**config.mk**
```make
export PLATFORM = sky130hd
export DESIGN_NAME = exec_core
export DESIGN_NICKNAME = d
export VERILOG_FILES = /design/src/logic/exec_pkg.sv /design/src/logic/exec_if.sv /design/src/logic/exec_core.sv /design/src/logic/exec_unit.sv
export SDC_FILE = /design/constraint.sdc
export NUM_CORES = 1
export LEC_CHECK = 0
export BUFFER_PORTS_ARGS = -buffer_cell sky130_fd_sc_hd__buf_4
export CORE_MARGIN = 2
export CORE_UTILIZATION = 41
export CTS_BUF_LIST = sky130_fd_sc_hd__clkbuf_8
export CTS_CLUSTER_DIAMETER = 30
export DETAILED_ROUTE_END_ITERATION = 12
export PLACE_DENSITY = 0.82
export SYNTH_ARGS = -nofsm -noshare
export SYNTH_HDL_FRONTEND = slang
export SYNTH_SLANG_ARGS = --single-unit
```
**constraint.sdc**
```tcl
create_clock -name I_SYS_CLK -period 2.36 [get_ports I_SYS_CLK]
set_input_delay 0.472 -clock I_SYS_CLK [delete_from_list [all_inputs] [get_ports I_SYS_CLK]]
set_output_delay 0.472 -clock I_SYS_CLK [all_outputs]
set_load 0.05 [all_outputs]
```
**src/logic/exec_pkg.sv**
```systemverilog
// package: constants, opcode patterns and types for the add/mask/bit-clear execute block
// assumes: 14-bit instruction words, 8-bit data, 128-entry file register space outside

package exec_pkg;

  // ----------------------------------------
  // widths
  // ----------------------------------------
  localparam int INSTR_W = 14;           // instruction word width
  localparam int DATA_W = 8;             // accumulator and file register width
  localparam int FADDR_W = 7;            // file register address width, registers 0..127

  // ----------------------------------------
  // instruction fields
  // ----------------------------------------
  localparam int DEST_BIT = 7;           // destination select sits just above the address
  localparam int BITPOS_LSB = 7;         // bit position field of the bit-clear word
  localparam int BITPOS_W = 3;           // bit position 0..7

  // opcode patterns in the top bits
  localparam logic [4:0] ADD_LIT_PAT = 5'h1f;   // 11 111x
  localparam logic [5:0] MASK_LIT_PAT = 6'h39;  // 11 1001
  localparam logic [5:0] ADD_REG_PAT = 6'h07;   // 00 0111
  localparam logic [5:0] MASK_REG_PAT = 6'h05;  // 00 0101
  localparam logic [3:0] BCLR_PAT = 4'h4;       // 01 00bb

  // ----------------------------------------
  // flag positions
  // ----------------------------------------
  localparam int FLAG_W = 3;             // carry, nibble carry, zero
  localparam int CARRY_POS = 0;          // carry out of bit 7
  localparam int NCARRY_POS = 1;         // carry out of bit 3
  localparam int ZERO_POS = 2;           // result all zeros

  // ----------------------------------------
  // timing: one instruction cycle is four clock periods
  // ----------------------------------------
  localparam int OSC_PER_INSTR = 4;      // clock periods per instruction cycle
  localparam logic [1:0] PHASE_LAST = 2'(OSC_PER_INSTR - 1); // phase that carries the step

  // ----------------------------------------
  // register map (byte addresses)
  // ----------------------------------------
  localparam logic [7:0] CTRL_OFS = 8'h00;  // bit0 run enable
  localparam logic [7:0] ACC_OFS = 8'h04;   // accumulator
  localparam logic [7:0] FLAGS_OFS = 8'h08; // status flags
  localparam logic [7:0] STAT_OFS = 8'h0c;  // bit0 unsupported seen (w1c), [15:8] executed count

  localparam logic CTRL_RST = 1'b0;                  // halted after reset
  localparam logic [DATA_W-1:0] ACC_RST = 8'h00;     // accumulator reset value
  localparam logic [FLAG_W-1:0] FLAGS_RST = 3'h0;    // flags reset value
  localparam int UNSUP_POS = 0;                      // sticky unsupported bit
  localparam int CNT_LSB = 8;                        // executed count position

  // ----------------------------------------
  // operation decode
  // ----------------------------------------
  typedef enum {
    OP_NONE,
    OP_ADD_LIT,
    OP_MASK_LIT,
    OP_ADD_REG,
    OP_MASK_REG,
    OP_BCLR
  } op_t;

  // classify a word; everything else is outside this block
  function automatic op_t op_decode(input logic [INSTR_W-1:0] w);
    op_t op;
    op = OP_NONE;
    if (w[13:9] == ADD_LIT_PAT) begin
      op = OP_ADD_LIT;
    end else if (w[13:8] == MASK_LIT_PAT) begin
      op = OP_MASK_LIT;
    end else if (w[13:8] == ADD_REG_PAT) begin
      op = OP_ADD_REG;
    end else if (w[13:8] == MASK_REG_PAT) begin
      op = OP_MASK_REG;
    end else if (w[13:10] == BCLR_PAT) begin
      op = OP_BCLR;
    end
    return op;
  endfunction

endpackage

```
**src/logic/exec_if.sv**
```systemverilog
// interface: operands and results between the core shell and the execute unit
// assumes: purely combinational exchange within one clock cycle
`timescale 1ns/1ps

interface exec_if;
  import exec_pkg::*;
  logic [INSTR_W-1:0] instr;    // word being executed
  logic [DATA_W-1:0] acc;       // current accumulator
  logic [DATA_W-1:0] fdata;     // addressed file register value
  logic [FLAG_W-1:0] flags;     // current flags
  logic acc_we;                 // result goes to the accumulator
  logic file_we;                // result goes to the file register
  logic [DATA_W-1:0] result;    // computed value
  logic [FLAG_W-1:0] flags_new; // flags after the operation
  logic known;                  // word belongs to this block

  modport core (output instr, acc, fdata, flags, input acc_we, file_we, result, flags_new, known);
  modport unit (input instr, acc, fdata, flags, output acc_we, file_we, result, flags_new, known);
endinterface

```
**src/logic/exec_core.sv**
```systemverilog
// top: instruction-cycle execute block for add, mask and bit-clear words, with an AHB-Lite register slave
// assumes: fetch path offers one word with valid/ready; file registers read combinationally outside
//
// How it works
// RULE1: literal add updates accumulator, carry, nibble, zero
// RULE2: literal mask updates accumulator and zero only
// RULE3: register add sets carry, nibble carry, zero
// RULE4: register mask updates zero flag only
// RULE5: destination bit zero accumulator, one register
// RULE6: low seven bits address file register
// RULE7: bit clear touches one bit, no flags
// RULE8: each word completes in one four-clock cycle
// RULE9: zero, bit7 carry, bit3 nibble carry semantics
`timescale 1ns/1ps

module exec_core
  import exec_pkg::*;
(
  input wire logic I_SYS_CLK,                   // system clock, 100 MHz
  input wire logic I_RST_N,                     // asynchronous reset, active low
  input wire logic I_HSEL,                      // slave select
  input wire logic [31:0] I_HADDR,              // byte address
  input wire logic [1:0] I_HTRANS,              // transfer type
  input wire logic I_HWRITE,                    // write not read
  input wire logic [2:0] I_HSIZE,               // transfer size, word only
  input wire logic [31:0] I_HWDATA,             // write data
  input wire logic I_HREADY,                    // bus ready
  output logic [31:0] O_HRDATA,                 // read data
  output logic O_HREADYOUT,                     // never stalls
  output logic O_HRESP,                         // always okay
  input wire logic [INSTR_W-1:0] I_INSTR,       // fetched word
  input wire logic I_INSTR_VALID,               // fetched word present
  output logic O_INSTR_READY,                   // word taken this cycle if I_INSTR_VALID is high
  output logic [FADDR_W-1:0] O_FILE_RADDR,      // file read address
  input wire logic [DATA_W-1:0] I_FILE_RDATA,   // file read data
  output logic O_FILE_WE,                       // file write strobe
  output logic [FADDR_W-1:0] O_FILE_WADDR,      // file write address
  output logic [DATA_W-1:0] O_FILE_WDATA,       // file write data
  output logic [DATA_W-1:0] O_ACC,              // accumulator
  output logic [FLAG_W-1:0] O_FLAGS             // carry, nibble carry, zero
);

  // ----------------------------------------
  // state
  // ----------------------------------------
  logic [1:0] phase_reg;                  // clock period within the instruction cycle
  logic run_reg;                          // software run enable
  logic [DATA_W-1:0] acc_reg;             // accumulator
  logic [DATA_W-1:0] acc_next;
  logic [FLAG_W-1:0] flags_reg;           // status flags
  logic [FLAG_W-1:0] flags_next;
  logic unsup_reg;                        // sticky: a foreign word was consumed
  logic [7:0] cnt_reg;                    // executed word count, wraps
  logic fwe_reg;                          // file write strobe
  logic [FADDR_W-1:0] fwaddr_reg;         // file write address
  logic [DATA_W-1:0] fwdata_reg;          // file write data
  logic dph_reg;                          // bus data phase pending
  logic dwr_reg;                          // pending phase is a write
  logic [7:0] daddr_reg;                  // pending register offset

  exec_if ex ();                          // operands and results to the unit

  exec_unit u_exec (
    .x(ex.unit)
  );

  // ----------------------------------------
  // instruction cycle divider and handshake
  // ----------------------------------------
  wire step;                              // one pulse every four clocks
  wire fire;                              // a word is executed now

  assign step = (phase_reg == PHASE_LAST); // RULE8
  assign O_INSTR_READY = run_reg && step;
  assign fire = O_INSTR_READY && I_INSTR_VALID;

  // the file address comes straight from the word, so the read is done within the cycle
  assign O_FILE_RADDR = I_INSTR[FADDR_W-1:0]; // RULE6
  assign ex.instr = I_INSTR;
  assign ex.acc = acc_reg;
  assign ex.fdata = I_FILE_RDATA;
  assign ex.flags = flags_reg;

  // ----------------------------------------
  // bus decode
  // ----------------------------------------
  wire addr_ok;                           // address phase taken
  wire wr_ctrl;                           // write strobes per register
  wire wr_acc;
  wire wr_flags;
  wire wr_stat;

  assign addr_ok = I_HSEL && I_HTRANS[1] && I_HREADY;
  assign wr_ctrl = dph_reg && dwr_reg && (daddr_reg == CTRL_OFS);
  assign wr_acc = dph_reg && dwr_reg && (daddr_reg == ACC_OFS);
  assign wr_flags = dph_reg && dwr_reg && (daddr_reg == FLAGS_OFS);
  assign wr_stat = dph_reg && dwr_reg && (daddr_reg == STAT_OFS);
  assign O_HREADYOUT = 1'b1;
  assign O_HRESP = 1'b0;

  // read mux; unmapped offsets read zero
  always_comb begin
    if (daddr_reg == CTRL_OFS) begin
      O_HRDATA = {31'h0, run_reg};
    end else if (daddr_reg == ACC_OFS) begin
      O_HRDATA = {24'h0, acc_reg};
    end else if (daddr_reg == FLAGS_OFS) begin
      O_HRDATA = {29'h0, flags_reg};
    end else if (daddr_reg == STAT_OFS) begin
      O_HRDATA = {16'h0, cnt_reg, 7'h0, unsup_reg};
    end else begin
      O_HRDATA = 32'h0;
    end
  end

  // ----------------------------------------
  // next values: execution wins over a software write in the same cycle
  // ----------------------------------------
  assign acc_next = (fire && ex.acc_we) ? ex.result : (wr_acc ? I_HWDATA[DATA_W-1:0] : acc_reg); // RULE5
  assign flags_next = (fire && ex.known) ? ex.flags_new :
                      (wr_flags ? I_HWDATA[FLAG_W-1:0] : flags_reg); // RULE9

  // ----------------------------------------
  // bus address phase capture
  // ----------------------------------------
  always_ff @(posedge I_SYS_CLK or negedge I_RST_N) begin
    if (!I_RST_N) begin
      dph_reg <= 1'b0;
      dwr_reg <= 1'b0;
      daddr_reg <= 8'h00;
    end else if (I_HREADY) begin
      dph_reg <= addr_ok;
      dwr_reg <= addr_ok && I_HWRITE;
      daddr_reg <= addr_ok ? I_HADDR[7:0] : daddr_reg;
    end
  end

  // ----------------------------------------
  // divider and software control
  // ----------------------------------------
  always_ff @(posedge I_SYS_CLK or negedge I_RST_N) begin
    if (!I_RST_N) begin
      phase_reg <= 2'h0;
      run_reg <= CTRL_RST;
    end else begin
      phase_reg <= phase_reg + 2'h1;      // wraps at four
      if (wr_ctrl) begin
        run_reg <= I_HWDATA[0];
      end
    end
  end

  // ----------------------------------------
  // architectural state
  // ----------------------------------------
  always_ff @(posedge I_SYS_CLK or negedge I_RST_N) begin
    if (!I_RST_N) begin
      acc_reg <= ACC_RST;
      flags_reg <= FLAGS_RST;
    end else begin
      acc_reg <= acc_next;
      flags_reg <= flags_next;
    end
  end

  // ----------------------------------------
  // status: a foreign word setting the flag beats a clear in the same cycle
  // ----------------------------------------
  always_ff @(posedge I_SYS_CLK or negedge I_RST_N) begin
    if (!I_RST_N) begin
      unsup_reg <= 1'b0;
      cnt_reg <= 8'h00;
    end else begin
      unsup_reg <= (fire && !ex.known) || (unsup_reg && !(wr_stat && I_HWDATA[UNSUP_POS]));
      cnt_reg <= (fire && ex.known) ? cnt_reg + 8'h01 : cnt_reg;
    end
  end

  // ----------------------------------------
  // file write-back, one clock after the step
  // ----------------------------------------
  always_ff @(posedge I_SYS_CLK or negedge I_RST_N) begin
    if (!I_RST_N) begin
      fwe_reg <= 1'b0;
      fwaddr_reg <= 7'h00;
      fwdata_reg <= 8'h00;
    end else begin
      fwe_reg <= fire && ex.file_we;      // RULE5 RULE7
      if (fire && ex.file_we) begin
        fwaddr_reg <= I_INSTR[FADDR_W-1:0]; // RULE6
        fwdata_reg <= ex.result;
      end
    end
  end

  assign O_FILE_WE = fwe_reg;
  assign O_FILE_WADDR = fwaddr_reg;
  assign O_FILE_WDATA = fwdata_reg;
  assign O_ACC = acc_reg;
  assign O_FLAGS = flags_reg;

  // ----------------------------------------
  // checks
  // ----------------------------------------
  op_t op_now;                            // decode seen by the checks
  assign op_now = op_decode(I_INSTR);

  lit_add_a: assert property (@(posedge I_SYS_CLK) disable iff (!I_RST_N) // RULE1
    fire && op_now == OP_ADD_LIT |=> O_ACC == 8'($past(acc_reg) + $past(I_INSTR[7:0])))
    else $error("literal add gave wrong accumulator");

  lit_mask_a: assert property (@(posedge I_SYS_CLK) disable iff (!I_RST_N) // RULE2
    fire && op_now == OP_MASK_LIT |=> O_ACC == ($past(acc_reg) & $past(I_INSTR[7:0]))
      && O_FLAGS[1:0] == $past(flags_reg[1:0]))
    else $error("literal mask wrong or touched carry");

  reg_add_a: assert property (@(posedge I_SYS_CLK) disable iff (!I_RST_N) // RULE3
    fire && op_now == OP_ADD_REG |=> O_FLAGS[CARRY_POS] ==
      ((9'($past(acc_reg)) + 9'($past(I_FILE_RDATA))) > 9'h0ff))
    else $error("register add carry wrong");

  reg_mask_a: assert property (@(posedge I_SYS_CLK) disable iff (!I_RST_N) // RULE4
    fire && op_now == OP_MASK_REG |=> O_FLAGS[1:0] == $past(flags_reg[1:0]))
    else $error("register mask touched carry flags");

  dest_route_a: assert property (@(posedge I_SYS_CLK) disable iff (!I_RST_N) // RULE5
    fire && (op_now == OP_ADD_REG || op_now == OP_MASK_REG) && I_INSTR[DEST_BIT]
      |=> O_FILE_WE && O_ACC == $past(acc_reg))
    else $error("destination one did not go to the file");

  file_addr_a: assert property (@(posedge I_SYS_CLK) disable iff (!I_RST_N) // RULE6
    O_FILE_WE |-> O_FILE_WADDR == $past(I_INSTR[6:0]))
    else $error("file write address not from low bits");

  bit_clear_a: assert property (@(posedge I_SYS_CLK) disable iff (!I_RST_N) // RULE7
    fire && op_now == OP_BCLR |=> O_FILE_WE
      && O_FILE_WDATA == ($past(I_FILE_RDATA) & ~(8'h01 << $past(I_INSTR[9:7])))
      && O_FLAGS == $past(flags_reg))
    else $error("bit clear result or flags wrong");

  step_spacing_a: assert property (@(posedge I_SYS_CLK) disable iff (!I_RST_N) // RULE8
    step |=> !step [*3] ##1 step)
    else $error("instruction cycle is not four clocks");

  zero_flag_a: assert property (@(posedge I_SYS_CLK) disable iff (!I_RST_N) // RULE9
    fire && ex.acc_we |=> O_FLAGS[ZERO_POS] == (O_ACC == 8'h00))
    else $error("zero flag disagrees with result");

endmodule

```
**src/logic/exec_unit.sv**
```systemverilog
// execute unit: computes result, destination and flags for one decoded word
// assumes: operands are stable for the cycle in which the shell commits
`timescale 1ns/1ps

module exec_unit
  import exec_pkg::*;
(
  exec_if.unit x  // operands in, results out
);

  // ----------------------------------------
  // decode
  // ----------------------------------------
  op_t op;                                 // operation class
  wire is_lit;                             // literal operand form
  wire is_add;                             // addition form
  wire dest_file;                          // destination bit
  wire [DATA_W-1:0] opnd;                  // second operand
  wire [BITPOS_W-1:0] bitpos;              // bit to clear
  wire [DATA_W:0] sum9;                    // sum with carry out of bit 7
  wire [4:0] nib5;                         // low nibble sum with carry out of bit 3
  wire [DATA_W-1:0] anded;                 // bitwise and
  wire [DATA_W-1:0] cleared;               // file value with one bit cleared
  wire zero;                               // result is all zeros

  assign op = op_decode(x.instr);
  assign is_lit = (op == OP_ADD_LIT) || (op == OP_MASK_LIT);
  assign is_add = (op == OP_ADD_LIT) || (op == OP_ADD_REG);
  assign dest_file = x.instr[DEST_BIT];   // RULE5 RULE6
  assign bitpos = x.instr[BITPOS_LSB +: BITPOS_W]; // RULE7
  // literal sits in the low byte, register forms use the fetched file value
  assign opnd = is_lit ? x.instr[DATA_W-1:0] : x.fdata;

  // ----------------------------------------
  // arithmetic
  // ----------------------------------------
  assign sum9 = {1'b0, x.acc} + {1'b0, opnd};                 // RULE1 RULE3
  assign nib5 = {1'b0, x.acc[3:0]} + {1'b0, opnd[3:0]};       // RULE9
  assign anded = x.acc & opnd;                                // RULE2 RULE4
  assign cleared = x.fdata & ~(8'h01 << bitpos);              // RULE7

  assign x.result = (op == OP_BCLR) ? cleared : (is_add ? sum9[DATA_W-1:0] : anded);
  assign zero = (x.result == 8'h00);                          // RULE9

  // ----------------------------------------
  // destination and flags
  // ----------------------------------------
  assign x.known = (op != OP_NONE);
  assign x.acc_we = is_lit || (((op == OP_ADD_REG) || (op == OP_MASK_REG)) && !dest_file); // RULE5
  assign x.file_we = (op == OP_BCLR) ||
                     (((op == OP_ADD_REG) || (op == OP_MASK_REG)) && dest_file);         // RULE5

  // adds touch all three flags, masks only zero, bit clear none
  assign x.flags_new = is_add ? {zero, nib5[4], sum9[DATA_W]} :                          // RULE1 RULE3
                       (x.known && (op != OP_BCLR)) ? {zero, x.flags[NCARRY_POS], x.flags[CARRY_POS]} : // RULE2 RULE4
                       x.flags;                                                            // RULE7

endmodule
```
=== Word-level counts from Yosys, hierarchy flattened ===
Index checks and enable logic that the tools add are counted.

* Register bits: 49
* Input bits: 97
* Output and inout port bits: 69

* Add/sub/neg operators: 4
* Eq/ne operators: 17
* Shift-type cells: 1
* Muxes and demuxes: 18
* Bitwise operators: 3
* Reductions and logical operators: 36

{| class="wikitable"
|+ Operators with widths
! kind !! count
|-
| $mux W32 || 6
|-
| $eq A32 B3 Y1 const B || 2
|-
| $eq A32 B4 Y1 const B || 2
|-
| $mux W8 || 5
|-
| $eq A32 B2 Y1 const B || 1
|-
| $mux W16 || 2
|-
| $ne A32 B4 Y1 const B || 1
|-
| $reduce_bool A32 Y1 || 1
|-
| $logic_and A1 B1 Y1 || 19
|-
| $and A8 B8 Y8 || 2
|-
| $eq A8 B4 Y1 const B || 2
|-
| $logic_not A8 Y1 || 2
|-
| $mux W3 || 5
|-
| $eq A6 B3 Y1 const B || 2
|-
| $add A8 B8 Y9 || 1
|-
| $add A8 B1 Y8 const B || 1
|-
| $eq A8 B3 Y1 const B || 1
|-
| $not A8 Y8 || 1
|-
| $shl A1 B3 Y8 const A || 1
|-
| $eq A6 B6 Y1 const B || 1
|-
| $logic_or A1 B1 Y1 || 6
|-
| $reduce_and A2 Y1 || 3
|-
| $add A4 B4 Y5 || 1
|-
| $eq A5 B5 Y1 const B || 1
|-
| other kinds (7) || 10
|}

=== Longest topological paths before layout ===
Gate-level depths: netlist (run 1).

* Depth in word-level cells: 16
* Mapped depth: 13
* Mapped depth without buffers: 12

=== By module ===
From an unflattened synthesis (run 1), not the netlist that was laid out.

* Cell total of the unflattened synthesis: 356
* Area total of the unflattened synthesis: 3428.3 um^2

{| class="wikitable"
|+ Modules (own cells, without submodules)
! module !! instances !! cells each !! area each (um^2) !! sequential area each (um^2)
|-
| exec_core || 1 || 224 || 2489.9 || 1226.2
|-
| exec_unit || 1 || 132 || 938.4 || 0.0
|}

=== Worst setup path before layout (run 1) ===
No wires, ideal clock.

* Path kind: in2reg
* Start point: in I_INSTR[9]
* End point: reg flags_reg[2] (netlist: O_FLAGS[2])
* Data arrival time: 3.771 ns
* Setup slack: -1.478 ns
* Stages: 13
* Buffers on the path: 1
* Path through: buf_2 > or3b_2 > a21oi_2 > mux2_2 > ha_1 > fa_1 > a21o_1 > a21oi_1 > xnor2_1 > a221oi_1 > nand2_1 > nor4_1 > a41o_1

* Longest elaborated chain between the ends: 15

{| class="wikitable"
|+ RTL lines
! what !! RTL line !! RTL
|-
| from (decl) || exec_core.sv:31 || <nowiki>input wire logic [INSTR_W-1:0] I_INSTR,</nowiki>
|-
| $eq A6 B3 Y1 || exec_pkg.sv:77 || <nowiki>end else if (w[13:8] == MASK_REG_PAT) begin</nowiki>
|-
| $mux W32 || exec_pkg.sv:77 ||
|-
| $mux W32 || exec_pkg.sv:75 || <nowiki>end else if (w[13:8] == ADD_REG_PAT) begin</nowiki>
|-
| $mux W32 || exec_pkg.sv:73 || <nowiki>end else if (w[13:8] == MASK_LIT_PAT) begin</nowiki>
|-
| $mux W32 || exec_pkg.sv:71 || <nowiki>if (w[13:9] == ADD_LIT_PAT) begin</nowiki>
|-
| $eq A32 B2 Y1 or $eq A32 B3 Y1 (tied branches) || exec_unit.sv:27, exec_unit.sv:28 ||
|-
| $logic_or A1 B1 Y1 || exec_unit.sv:27 || <nowiki>assign is_lit = (op == OP_ADD_LIT) || (op == OP_MASK_LIT);</nowiki>
|-
| $mux W8 || exec_unit.sv:32 || <nowiki>assign opnd = is_lit ? x.instr[DATA_W-1:0] : x.fdata;</nowiki>
|-
| $add A8 B8 Y9 or $and A8 B8 Y8 (tied branches) || exec_unit.sv:37, exec_unit.sv:39 ||
|-
| $mux W8 (2 in a row) || exec_unit.sv:42 || <nowiki>assign x.result = (op == OP_BCLR) ? cleared : (is_add ? sum9[DATA_W-1:0] : anded);</nowiki>
|-
| $logic_not A8 Y1 || exec_unit.sv:43 || <nowiki>assign zero = (x.result == 8'h00);</nowiki>
|-
| $mux W3 || exec_unit.sv:55 || <nowiki>(x.known && (op != OP_BCLR)) ? {zero, x.flags[NCARRY_POS], x.flags[CARRY_POS]} :</nowiki>
|-
| $mux W3 || exec_unit.sv:54 || <nowiki>assign x.flags_new = is_add ? {zero, nib5[4], sum9[DATA_W]} :</nowiki>
|-
| $mux W3 || exec_core.sv:120 || <nowiki>assign flags_next = (fire && ex.known) ? ex.flags_new :</nowiki>
|-
| to (signal assigned) || exec_core.sv:162 || <nowiki>flags_reg <= flags_next;</nowiki>
|-
| to (decl) || exec_core.sv:50 || <nowiki>logic [FLAG_W-1:0] flags_reg;</nowiki>
|}

Several ways; a longest one is shown, not always the timed one. The select of a mux whose other input is x is not followed.
A chain may end at the register's enable or synchronous reset.

=== Worst setup path in the final report (run 1) ===
Same ends and word-level chain as after synthesis.

==> results of run 1 <==
## synthesized netlist by cell type (4+ instances only)
master,number,area (um^2)
a21oi_1,21,105
inv_1,7,26.3
buf_4,26,195
and2_1,15,93.8
nand2_1,21,78.8
dfrtp_1,49,1230
nand3_1,9,45.0
nor2_1,26,97.6
o21ai_0,10,50.1
mux2_2,31,349
xnor2_1,9,78.8
ha_1,10,125
a221oi_1,4,35.0
## area by class of cell
class,count,area share [%]
Inverter,7,0.559
Clock buffer,5,1.46
Sequential cell,49,26.1
Timing Repair Buffer,166,28.9
Clock inverter,3,0.373
Multi-Input combinational cell,235,40.0
Tap cell,99,2.63
## worst reg2reg max path, cell delays in order (launching register included)
cell and delay [ns]:
dfrtp_1 0.40, nor4_2 0.29, buf_4 0.17, nand2_2 0.06, or4b_2 0.65, buf_4 0.17, nand2b_1 0.07, o21ai_0 0.12
a221o_1 0.37
## path summary, 6_finish.rpt
kind | startpoint | endpoint | slack, ns | depth (start not counted)
max | I_INSTR[9] | O_FLAGS[2] | -0.71 | 14
max in group asynchronous | I_RST_N | cnt_reg[0] | 1.78 | 1
min in group I_SYS_CLK | I_HREADY | dwr_reg | 0.39 | 2
min reg2reg | phase_reg[0] | phase_reg[0] | 0.43 | 1
min | I_RST_N | O_FILE_WADDR[4] | 0.17 | 1
max reg2reg | daddr_reg[5] | O_FLAGS[1] | -0.04 | 8
## power by group through the flow
stage | Sequential, mW | Combinational, mW | Clock (mW)
after detailed placement | 0.991 | 0.811 | 0
after floorplan | 1.10 | 0.418 | 0
after global routing | 0.992 | 0.991 | 0.534
final | 0.980 | 0.922 | 0.496
after CTS | 0.980 | 0.871 | 0.505
after global placement | 0.987 | 0.800 | 0
## kinds of logic (layout without fill, tap and decap cells)
logic type / Yosys count / in the layout / share of synthesized area (%)
AO/OA/AOI/OAI: 62 / 62 / 13.9
XOR/XNOR: 12 / 12 / 3.45
adder cells (fa/ha/maj): 11 / 11 / 4.76
buffers and inverters: 39 / 181 / 8.12
flip-flops: 49 / 49 / 40.2
multiplexers: 34 / 34 / 12.8
other: 2 / 18 / 0.246
AND/OR/NAND/NOR: 98 / 98 / 16.5
## per-stage QoR
stage | total power, mW | instance area (um^2) | worst slack [ns] | TNS, ns
4_1_cts | 2.36 | 4520 | -0.710 | -7.83
3_5_place_dp | 1.80 | 4200 | -1.16 | -14.64
5_1_grt | 2.52 | 4700 | -0.840 | -10.43
6_report | 2.40 | 4700 | -0.712 | -8.08
2_1_floorplan | 1.52 | 3190 | -0.962 | -10.35
3_3_place_gp | 1.79 | 4200 | -1.07 | -13.51
## layer usage
metal  track usage, %  share of wire (%)
met1             29.8                 43
met2             39.0                 50
met3             4.27                6.0
met4             5.13                1.3
met5                0                  0
## timing repair
action / CTS / global route
gates resized for setup: 32 / 37
buffers inserted: 12 / 10
setup endpoints to repair: 25 / 25
cloned: 1 / 0
pin swaps: 30 / 22
==> impl_metrics.ini, run 1 <==
[outcome]
status = finished with violations
failed_checks = negative setup slack

[sta]
drv_slew = 0
period_share_pct = 130
rsz0062_at_grt = true
final-setup-viol-count = 17
holdWs_ns = 0.168
worst_slew_pin_slew_ns = 0.607
hold_viol_final = 0
fin_ws_ns = -0.712
period_needed_ns = 3.07
fmax_mhz = 326
relSlewSlack_pct = 59.5
fin_worst_skew_ns = 0.0114

[cts]
hold_buffers = 0
root_buffer = clkbuf_8
cts_inserted_buffers = 5
cts.sinks = 49
cts_tree = built
htree_levels = 2
clkTransAtPathRegs_ns = 0.10
cts_buffer_depth = 2
clkLatencyLatePin_ns = 0.31

[final_layout]
final_core_util_pct = 65.2
area_growth_pct = 54.2
fin_cells = 564
layout_common_cells = 146 x buf_4, 49 x dfrtp_1, 26 x mux2_2
drive_gt1_share_pct = 54.8
seqCellArea_um2 = 1230
nNetsFinal = 572
multi_input_area_um2 = 1880
nFillCells = 599
layout_commonest_cell = buf_4
antenna_cells = 0

[worst_setup_path]
crit_path_end_kind = flop
path_delay_family = compound AO/OA/AOI/OAI gates
cp.buffers_inverters = 3
cpPeakStageDelay_ns = 0.41
cp.required_ns = 2.60
setup.worst_path.class = primary input to flop
start_kind = primary input
crit_arrival_ns = 3.31
cp_cell_sequence = buf_6 -> or3b_4 -> a21oi_4 -> mux2_4 -> ha_4 -> fa_2 -> a21o_1 -> a21oi_2 -> buf_4 -> buf_6 -> o21a_4 -> xnor2_2 -> a21oi_2 -> a41o_1
crit_slowest_cell = or3b_4
path_max_fanout = 4

[power]
p_per_area_nw_per_um2 = 510
irDropWorstVdd_v = 0.000299
power_frac_clock_pct = 20.7
p_switching_mw = 0.874
combPwrFrac_pct = 38.4
power_frac_seq_pct = 40.9
leakage_nw = 2.30
switching_share_pct = 36.4
internal_power_mw = 1.52

[global_routing]
grt_max_degree = 50
grt_pass1_vias = 2980
globalRoute.totalOverflow = 0
grt_pass1_wl_um = 15000
grt_usage_pct = 22.7
antenna_found_initial = 0

[route]
ant_nets = 0
vias_per_cell = 5.09
first_pass_iters = 4
drc = 0
wl_per_cell_um = 15.9
vias = 2869
wl_um = 8990
drt-initial-drc-count = 119

[die]
pin_count = 166
start_util_pct = 42.3
rows = 31
dieHeight_um = 90.2
design.die.area_um2 = 8140
core-area_um2 = 7210
dieWidth_um = 90.2

[synth]
yosysSeqAreaShare_pct = 40.2
synthesis.area_um2 = 3050
yosysWarnings = 0
synthFlopType = dfrtp_1
synth_edf_count = 0
synth_cell_types = 52
synth-seq-cells = 49
syn_inst = 307
synth_area_per_cell_um2 = 9.93
async_reset_ff_share_pct = 100

[min_path]
hold_class = primary input to async pin

[placement]
port_buffers = 95
gp_congestion = 0.910
placed_cells = 537
dp_hpwl_um = 6760

[job]
drv_cap = 0
(Power assumes the default switching activity.)
==> run 2, diff against run 1 <==
- CORE_UTILIZATION: 41 -> 40
- PLACE_DENSITY: 0.82 -> 0.81
==> run 2 against run 1 <==
  * The flow still finishes with violations (negative setup slack)
  * Sequential share of layout area decreased by 0.25 points
  * Worst hold slack about the same
  * Core utilization decreased by 0.42 points
  * Wire length increased by 2.2%
  * Register-to-register slack about the same
  * Power increased by 1.5%
==> impl_metrics.ini, run 2 (synthesized netlist as in run 1, its figures left out) <==
[die]
design.die.area_um2 = 8340
pin_count = 166
start_util_pct = 41.6
dieWidth_um = 91.3
core-area_um2 = 7330
dieHeight_um = 91.3
rows = 31

[sta]
final-setup-viol-count = 17
holdWs_ns = 0.168
fmax_mhz = 331
drv_slew = 0
relSlewSlack_pct = 58.5
fin_ws_ns = -0.660
tns_ns = -6.84
fin_worst_skew_ns = 0.00801
rsz0062_at_grt = true
period_share_pct = 128
period_needed_ns = 3.02
hold_viol_final = 0
worst_slew_pin_slew_ns = 0.623

[power]
p_per_area_nw_per_um2 = 513
irDropWorstVdd_v = 0.000256
p_total_mw = 2.43
leakage_nw = 2.30

[placement]
placement.cell_area_um2 = 4210
port_buffers = 95
dp_hpwl_um = 6760
gp_congestion = 0.875

[cts]
cts_buffer_depth = 2
cts_inserted_buffers = 5
htree_levels = 2
hold_buffers = 0
clkTransAtPathRegs_ns = 0.09
clkLatencyLatePin_ns = 0.31
cts_tree = built
root_buffer = clkbuf_8
cts.sinks = 49

[route]
vias = 2910
wl_um = 9200
vias_per_cell = 5.23
first_pass_iters = 4
drc = 0
drt-initial-drc-count = 126
wl_per_cell_um = 16.5
ant_nets = 0

[outcome]
failed_checks = negative setup slack
status = finished with violations

[final_layout]
area_growth_pct = 55.7
layout_common_cells = 132 x buf_4, 49 x dfrtp_1, 26 x mux2_2
layout_commonest_cell = buf_4
nNetsFinal = 564
drive_gt1_share_pct = 56.2
final_area_um2 = 4750
antenna_cells = 0
final_core_util_pct = 64.8

[global_routing]
antenna_found_initial = 0
grt_pass1_vias = 2919
grt_pass1_wl_um = 14500
grt_max_degree = 50
grt_usage_pct = 21.9
globalRoute.totalOverflow = 0

[worst_setup_path]
path_max_fanout = 4
crit_path_end_kind = flop
cp.required_ns = 2.61
start_kind = primary input
crit_arrival_ns = 3.27
setup.worst_path.class = primary input to flop

[job]
drv_cap = 0

[min_path]
hold_class = primary input to async pin
run 2: cell count changes in the layout (fill, tap and decap cells not counted), sizes merged:
cell  previous run  this run
buf            166       158
run 2: report_power, final:
| part | switching [mW] | internal [mW] |
|---|---|---|
| logic | 0.533 | 0.420 |
| registers | 0.0699 | 0.912 |
| clock network | 0.295 | 0.205 |
run 2: what timing repair did:
item / CTS / global route
pin swaps: 27 / 19
resized for setup: 31 / 62
endpoints found under the setup margin: 25 / 32
cloned: 1 / 0
setup buffers: 9 / 4
run 2: worst paths after layout:
path	from	to	depth (start not counted)	slack, ns
worst min register to register	phase_reg[0]	phase_reg[0]	1	0.43
worst max register to register	daddr_reg[5]	O_FLAGS[2]	8	-0.05
worst max-delay path	I_INSTR[9]	O_FLAGS[2]	13	-0.66
worst min-delay path	I_RST_N	O_FILE_WE	1	0.17
max in group asynchronous	I_RST_N	cnt_reg[0]	1	1.76
min in group I_SYS_CLK	I_HREADY	dwr_reg	2	0.37
run 2: area by class of cell:
class | count | area [um^2]
clock inverters | 3 | 17.5
well taps | 99 | 124
fillers | 606 | 2580
inverters | 7 | 26.3
repair buffers | 158 | 1340
flip-flops and latches | 49 | 1230
multi-input cells | 235 | 1940
clock buffers | 5 | 68.8
run 2: layer usage:
layer  share of wire [%]  GRT usage [%]  routed length (um)
met2                  50           37.4                4620
met5                   0              0                   0
met1                  43           28.8                3920
met3                 6.5           4.81                 594
met4                0.65           3.66                  60
run 2: per-stage QoR:
stage / instances / setup slack, ns
after floorplan: 323 / -0.962
after global placement: 538 / -1.06
after detailed placement: 538 / -1.13
after CTS: 552 / -0.621
after global routing: 556 / -0.693
final: 556 / -0.660
run 2: worst max-delay path, cell delays in order:
cell and delay [ns]:
buf_6 0.09, or3b_4 0.40, a21oi_4 0.21, buf_6 0.14, buf_6 0.09, mux2_4 0.30, ha_4 0.16, or2_4 0.23
or3_4 0.40, a31oi_4 0.17, xnor2_2 0.09, a221oi_2 0.31, a41o_1 0.20
